`config.mk`:
```
export PLATFORM = sky130hd
export DESIGN_NAME = uvp_host
export DESIGN_NICKNAME = d
export VERILOG_FILES = /design/src/logic/uvp_pkg.sv /design/src/logic/uvp_host.sv
export SDC_FILE = /design/constraint.sdc
export NUM_CORES = 1
export LEC_CHECK = 0
export ABC_CLOCK_PERIOD_IN_PS = 2800
export BUFFER_PORTS_ARGS = -buffer_cell sky130_fd_sc_hd__buf_2
export CORE_ASPECT_RATIO = 1.4
export CORE_UTILIZATION = 55
export DETAILED_ROUTE_END_ITERATION = 16
export HOLD_SLACK_MARGIN = 0.1
export PLACE_DENSITY_LB_ADDON = 0.3
export SYNTH_ARGS = -nofsm -noshare
export SYNTH_HDL_FRONTEND = slang
export SYNTH_SLANG_ARGS = --single-unit
```
`constraint.sdc`:
```
create_clock -name core_clk -period 2.8 [get_ports core_clk]
set_input_delay 0.56 -clock core_clk [delete_from_list [all_inputs] [get_ports core_clk]]
set_output_delay 0.56 -clock core_clk [all_outputs]
set_load 0.1 [all_outputs]
```
`src/logic/uvp_pkg.sv`:
```
package uvp_pkg;
    localparam int unsigned CLK_FREQ_HZ = 250_000_000;
    localparam int unsigned ADDR_WIDTH = 11;
    localparam int unsigned DATA_WIDTH = 8;
    // nominal program pulse, inside the 45..55 ms window
    localparam int unsigned PULSE_NOM_MS = 50;
    localparam int unsigned PULSE_MIN_MS = 45;
    localparam int unsigned PULSE_MAX_MS = 55;
    localparam int unsigned PULSE_CYCLES = PULSE_NOM_MS * (CLK_FREQ_HZ / 1000);
    // setup and hold for address, data and output gate around the pulse
    localparam int unsigned SETUP_US = 2;
    localparam int unsigned HOLD_US = 2;
    localparam int unsigned SETUP_CYCLES = SETUP_US * (CLK_FREQ_HZ / 1_000_000);
    localparam int unsigned HOLD_CYCLES = HOLD_US * (CLK_FREQ_HZ / 1_000_000);
    // output gate low to data valid, 120 ns, plus margin; rounded up
    localparam int unsigned READ_NS = 450;
    localparam int unsigned READ_CYCLES = (READ_NS * (CLK_FREQ_HZ / 1_000_000) + 999) / 1000;
    // supply settle time after switching the programming supply
    localparam int unsigned SUPPLY_US = 10;
    localparam int unsigned SUPPLY_CYCLES = SUPPLY_US * (CLK_FREQ_HZ / 1_000_000);
    localparam int unsigned CNT_WIDTH = 24;
    localparam logic [7:0] ERASED_WORD = 8'hFF;

    typedef enum logic [2:0] {
        UVP_IDLE = 3'b000,
        UVP_SETUP = 3'b001,
        UVP_PULSE = 3'b011,
        UVP_HOLD = 3'b010,
        UVP_READ = 3'b110,
        UVP_SUPPLY = 3'b111,
        UVP_DONE = 3'b101
    } uvp_state_t;

    typedef struct packed {
        logic [10:0] word_address;
        logic [7:0] wdata;
        logic program_op;
    } uvp_req_t;

    typedef struct packed {
        logic [10:0] word_address;
        logic [7:0] data_out;
        logic data_oe;
        logic select_program_strobe_n;
        logic output_gate_n;
        logic supply_high;
    } uvp_pins_t;
endpackage : uvp_pkg

```
`src/logic/uvp_host.sv`:
```
`timescale 1ns/1ps
// What this block does
// - strobe is per-device select, gate is read
// - one strobe pulse of 45 to 55 ms
// - separate pulse per location, any order
// - never program with static high strobe
// - one pulse programs all paralleled devices
// - read back each programmed location
// - supply normal except program and verify
// - supply high in all programming modes
module uvp_host
    import uvp_pkg::*;
#(
    parameter int unsigned PULSE_LEN = PULSE_CYCLES,
    parameter int unsigned SUPPLY_LEN = SUPPLY_CYCLES
)(
    input wire logic core_clk,
    input wire logic reset,
    input wire logic req_valid,
    output logic req_ready,
    input wire uvp_req_t req,
    output logic resp_valid,
    output logic [7:0] resp_data,
    output logic resp_mismatch,
    output logic [10:0] word_address,
    output logic [7:0] data_pins_out,
    output logic data_pins_oe,
    input wire logic [7:0] data_pins_in,
    output logic select_program_strobe_n,
    output logic output_gate_n,
    output logic supply_high
);
    uvp_state_t state, next_state;
    logic [CNT_WIDTH-1:0] cnt, next_cnt;
    uvp_req_t cur, next_cur;
    logic [7:0] sync1, sync2;
    logic [7:0] rdata, next_rdata;
    logic mism, next_mism;
    logic done, next_done;
    logic strobe_hi, next_strobe_hi;
    logic strobe_pin_n, next_strobe_pin_n;
    logic gate_n, next_gate_n;
    logic vpp, next_vpp;
    logic drive, next_drive;

    // pin data comes from outside the clock domain
    always_ff @(posedge core_clk)
    begin
        sync1 <= data_pins_in;
        sync2 <= sync1;
    end

    always_comb
    begin
        next_state = state;
        next_cnt = cnt;
        next_cur = cur;
        next_rdata = rdata;
        next_mism = mism;
        next_done = 1'b0;
        next_strobe_hi = strobe_hi;
        next_strobe_pin_n = strobe_pin_n;
        next_gate_n = gate_n;
        next_vpp = vpp;
        next_drive = drive;
        unique case (state)
            UVP_IDLE:
            begin
                next_strobe_hi = 1'b0;
                next_strobe_pin_n = 1'b1;
                next_gate_n = 1'b1;
                next_drive = 1'b0;
                if (req_valid)
                begin
                    next_cur = req;
                    next_cnt = '0;
                    // select before the supply settles, so a high strobe meets a raised supply only during the program pulse
                    next_strobe_pin_n = 1'b0;
                    if (req.program_op)
                    begin
                        next_vpp = 1'b1;
                        next_state = UVP_SUPPLY;
                    end
                    else
                    begin
                        next_vpp = 1'b0;
                        next_gate_n = 1'b0;
                        next_state = UVP_READ;
                    end
                end
            end
            UVP_SUPPLY:
            begin
                next_cnt = cnt + 1'b1;
                if (cnt == CNT_WIDTH'(SUPPLY_LEN - 1))
                begin
                    next_cnt = '0;
                    next_drive = 1'b1;
                    next_state = UVP_SETUP;
                end
            end
            UVP_SETUP:
            begin
                next_cnt = cnt + 1'b1;
                if (cnt == CNT_WIDTH'(SETUP_CYCLES - 1))
                begin
                    next_cnt = '0;
                    next_strobe_hi = 1'b1;
                    next_strobe_pin_n = 1'b1;
                    next_state = UVP_PULSE;
                end
            end
            UVP_PULSE:
            begin
                next_cnt = cnt + 1'b1;
                // bounded pulse, never a static level
                if (cnt == CNT_WIDTH'(PULSE_LEN - 1))
                begin
                    next_cnt = '0;
                    next_strobe_hi = 1'b0;
                    next_strobe_pin_n = 1'b0;
                    next_state = UVP_HOLD;
                end
            end
            UVP_HOLD:
            begin
                next_cnt = cnt + 1'b1;
                if (cnt == CNT_WIDTH'(HOLD_CYCLES - 1))
                begin
                    next_cnt = '0;
                    next_drive = 1'b0;
                    next_gate_n = 1'b0; // verify with supply still raised
                    next_state = UVP_READ;
                end
            end
            UVP_READ:
            begin
                next_cnt = cnt + 1'b1;
                if (cnt == CNT_WIDTH'(READ_CYCLES + 1))
                begin
                    next_rdata = sync2;
                    // ones in the word leave cells alone, so compare only zeros
                    next_mism = cur.program_op && ((sync2 & ~cur.wdata) != 8'h00);
                    next_gate_n = 1'b1;
                    next_strobe_pin_n = 1'b1;
                    next_vpp = 1'b0;
                    next_state = UVP_DONE;
                end
            end
            UVP_DONE:
            begin
                next_done = 1'b1;
                next_state = UVP_IDLE;
            end
            default:
                next_state = UVP_IDLE;
        endcase
    end

    always_ff @(posedge core_clk)
    begin
        if (reset)
        begin
            state <= UVP_IDLE;
            cnt <= '0;
            cur <= '0;
            rdata <= ERASED_WORD;
            mism <= 1'b0;
            done <= 1'b0;
            strobe_hi <= 1'b0;
            strobe_pin_n <= 1'b1;
            gate_n <= 1'b1;
            vpp <= 1'b0;
            drive <= 1'b0;
        end
        else
        begin
            state <= next_state;
            cnt <= next_cnt;
            cur <= next_cur;
            rdata <= next_rdata;
            mism <= next_mism;
            done <= next_done;
            strobe_hi <= next_strobe_hi;
            strobe_pin_n <= next_strobe_pin_n;
            gate_n <= next_gate_n;
            vpp <= next_vpp;
            drive <= next_drive;
        end
    end

    assign req_ready = (state == UVP_IDLE);
    assign resp_valid = done;
    assign resp_data = rdata;
    assign resp_mismatch = mism;
    // address held for the whole operation, one location per pulse
    assign word_address = cur.word_address;
    assign data_pins_out = cur.wdata;
    assign data_pins_oe = drive;
    // strobe low selects for read and inhibits during program idle
    assign select_program_strobe_n = strobe_pin_n;
    assign output_gate_n = gate_n;
    assign supply_high = vpp;

    property p_pulse_len;
        @(posedge core_clk) disable iff (reset)
        $rose(strobe_hi) |-> strobe_hi [*8];
    endproperty
    a_pulse_len: assert property (p_pulse_len) else $error("program pulse too short");

    property p_pulse_ends;
        @(posedge core_clk) disable iff (reset)
        (state == UVP_PULSE && cnt == CNT_WIDTH'(PULSE_LEN - 1)) |=> !strobe_hi;
    endproperty
    a_pulse_ends: assert property (p_pulse_ends) else $error("program pulse not ended");

    property p_supply_pgm;
        @(posedge core_clk) disable iff (reset)
        strobe_hi |-> (vpp && gate_n && drive);
    endproperty
    a_supply_pgm: assert property (p_supply_pgm) else $error("pulse outside program mode");

    property p_supply_idle;
        @(posedge core_clk) disable iff (reset)
        (state == UVP_IDLE) |-> !vpp;
    endproperty
    a_supply_idle: assert property (p_supply_idle) else $error("supply raised while idle");

    property p_no_contention;
        @(posedge core_clk) disable iff (reset)
        drive |-> gate_n;
    endproperty
    a_no_contention: assert property (p_no_contention) else $error("host drives while gate low");

    property p_addr_stable;
        @(posedge core_clk) disable iff (reset)
        (state != UVP_IDLE && $past(state) != UVP_IDLE) |-> $stable(cur.word_address);
    endproperty
    a_addr_stable: assert property (p_addr_stable) else $error("address moved mid operation");

    property p_verify_follows;
        @(posedge core_clk) disable iff (reset)
        $fell(strobe_hi) |-> ##[1:600] (state == UVP_READ && vpp);
    endproperty
    a_verify_follows: assert property (p_verify_follows) else $error("no verify after pulse");

    property p_read_gate;
        @(posedge core_clk) disable iff (reset)
        (state == UVP_READ) |-> (!gate_n && !strobe_hi && !drive && !strobe_pin_n);
    endproperty
    a_read_gate: assert property (p_read_gate) else $error("bad pin levels in read");

    // with the supply raised the strobe pin is low except for the program pulse
    property p_inhibit_pin;
        @(posedge core_clk) disable iff (reset)
        vpp |-> (strobe_pin_n == strobe_hi);
    endproperty
    a_inhibit_pin: assert property (p_inhibit_pin) else $error("strobe pin wrong under raised supply");

    c_read: cover property (@(posedge core_clk) disable iff (reset) resp_valid && !cur.program_op);
    c_prog: cover property (@(posedge core_clk) disable iff (reset) resp_valid && cur.program_op);
    c_mism: cover property (@(posedge core_clk) disable iff (reset) resp_valid && resp_mismatch);
endmodule : uvp_host

```
==> flow_summary.toml <==
[timing]
worstMarginPinSlew_ps = 779
period_share = 0.828
rsz0062_at_grt = "no"
tns_ps = 0
max_freq_mhz = 432
hold_violations = 0
min_period_ps = 2320
worst_slack_ps = 483
setup_viol = 0
fin_worst_skew_ps = 13.1
relSlewSlack = 0.479
final-max-slew-violation-count = 0

[clocking]
clk_pin_slew_ps = 90
cts_buffers = 9
htree_levels = 3
insertion_delay_ps = 350
holdBufCountCts = 0
cts_sinks = 77
root_buffer = "clkbuf_8"
post_cts_buffers = 0
cts_resized = 0
cts_tree = "done"
ctsLongestPathBuffers = 2

[floorplanning]
num_rows = 34
core_area_mm2 = 0.00621
die_h_um = 96.7
die_area_mm2 = 0.00674
die_x_um = 69.7
start_util = 0.567
ios = 65

[power]
p_int_mw = 1.88
total_power_mw = 3.57
powerDensity_mw_per_mm2 = 909
combPwrFrac = 0.402
sw_frac_of_total = 0.474
pwr-share-seq = 0.375
clkPwrFrac = 0.223
p_leak_nw = 1.52
ir_drop_mv = 0.380
power_switching_mw = 1.69

[routing]
drc = 0
dr_total_vias = 3037
ant_nets = 0
wirelength_um = 7710
drtIter0Drc = 131
routedWlPerCell_um = 14.4
drt-pass1-iter-count = 5
vias_per_cell = 5.68

[status]
status = "complete, no violations"

[synthesis]
synthMostInstantiatedCell = "dfxtp_1"
async_reset_ff_frac = 0
seq_area_frac_synth = 0.437
synth_top_flop_cell = "dfxtp_1"
synth_cells = 417
synth_warnings = 0
synth_area_mm2 = 0.00352
ys_top_cells_by_area = "dfxtp_1 44%, nand2_1 7.7%, a21oi_1 5.4%"
ys_seq_elements = 77
synth_edf_count = 0
synth_nets = 450
synth_top_area_frac = 0.437
synthDistinctLibCells = 57
synth_common_cells = "77 x dfxtp_1, 72 x nand2_1, 38 x a21oi_1, 21 x buf_4"
synth_top_area_cell = "dfxtp_1"
avgSynthCellArea_um2 = 8.45

[flow_run]
maxCapViolations = 0

[global_routing]
grt_pass1_vias = 2864
grt.overflow.total = 0
grt_max_degree = 32
grtUsageTotal = 0.234
grt_first_pass_wirelength_um = 12700
antenna_found_initial = 0

[placement]
numPortBuffers = 64
placed_cell_area_mm2 = 0.00373
place.gp.congestion = 0.985
dp_cells = 519
dp_hpwl_um = 5630
pre_cts_ws_ps = 538

[critical_path]
cp_slowest_stage_delay_ps = 430
path_class = "reg -> reg"
required_ps = 3040
endpoint_kind = "register"
crit_path_cell_trace = "ha_1 -> nand3_2 -> or3b_1 -> o21ai_2 -> nand3_1 -> a22oi_1 -> nor2_1"
cp.arrival_ps = 2560
cp_slowest_cell = "or3b_1"
crit_path_max_fanout = 11
worst_setup_path_start_kind = "register"

[hold_path]
hold_path_class = "in -> reg"

[cells_and_area]
fillCellCount = 543
drive_gt1_frac = 0.220
final_area_mm2 = 0.00392
area_delta_synth_final_pct = 11.3
nets = 491
num_antenna_cells = 0
stdcell_count = 535
-- power by group through the flow --
stage,Combinational (mW),Clock (mW),Sequential (mW)
floorplan,1.25,0,1.41
global placement,1.42,0,1.35
detailed placement,1.43,0,1.36
CTS,1.44,0.811,1.34
global route,1.53,0.855,1.35
finish,1.43,0.795,1.34
-- registers in the layout, indices dropped and copies added, names as in the netlist --
signal / cells
cnt: 24
word_address: 11
data_pins_out: 8
resp_data: 8
sync1: 8
sync2: 8
state: 3
cur: 1
data_pins_oe: 1
output_gate_n: 1
resp_mismatch: 1
resp_valid: 1
select_program_strobe_n: 1
supply_high: 1
-- layout by cell type, fill, tap and decap left out, types with 5 or more instances in the layout --
| master | n |
|---|---|
| nand2_1 | 72 |
| inv_1 | 20 |
| and3_1 | 6 |
| or3_1 | 5 |
| o21ai_0 | 12 |
| nor3_1 | 8 |
| a31oi_1 | 8 |
| nor2_1 | 20 |
| dfxtp_1 | 77 |
| nand3_1 | 19 |
| buf_2 | 64 |
| a21oi_1 | 38 |
| mux2i_1 | 12 |
| clkbuf_8 | 9 |
| nand4_1 | 8 |
| nand3b_1 | 6 |
-- worst max-delay path, delay by kind of cell (launching register included) --
kind | cells | cell delay (ps)
AND/OR/NAND/NOR | 4 | 1040
AO/OA/AOI/OAI | 2 | 530
flip-flops | 1 | 420
adder cells (fa/ha/maj) | 1 | 220
-- path summary, 6_finish.rpt --
check                        from        to  slack, ps  cells past startpoint
setup reg to reg           cnt[0]   cnt[16]        480                      7
hold / removal    data_pins_in[2]  sync1[2]        300                      1
setup / recovery           cnt[0]   cnt[16]        480                      7
hold reg to reg          sync1[4]  sync2[4]        320                      0
-- area by class of cell --
cell class / instances / area (µm²) / share of cell area
Clock buffer: 9 / 124 / 0.0316
Inverter: 21 / 78.8 / 0.0201
Clock inverter: 7 / 68.8 / 0.0175
Multi-Input combinational cell: 281 / 1670 / 0.426
Tap cell: 72 / 90.1 / 0.0230
Timing Repair Buffer: 68 / 350 / 0.0893
Sequential cell: 77 / 1540 / 0.393
-- layer usage --
| metal | routed length (µm) | GRT usage | up-vias |
|---|---|---|---|
| met3 | 338 | 0.0552 | 21 |
| met5 | 0 | 0 | - |
| met2 | 4010 | 0.426 | 83 |
| met1 | 3140 | 0.246 | 1408 |
| met4 | 231 | 0.117 | 0 |
| li1 | - | - | 1525 |
-- logic make-up (layout without fill, tap and decap cells) --
logic type | count (synthesis) | after routing | synth area share
AO/OA/AOI/OAI | 82 | 82 | 0.144
XOR/XNOR | 4 | 4 | 0.00994
adder cells (fa/ha/maj) | 2 | 2 | 0.00710
buffers and inverters | 59 | 105 | 0.0902
flip-flops | 77 | 77 | 0.437
multiplexers | 12 | 12 | 0.0341
AND/OR/NAND/NOR | 181 | 181 | 0.278
-- metrics by stage --
stage / util / hold WS, ps
after global routing: 0.632 / 286
after global placement: 0.601 / 310
after CTS: 0.632 / 284
final: 0.632 / 296
after floorplan: - / 310
after detailed placement: 0.601 / 312
(Power assumes the default switching activity.)
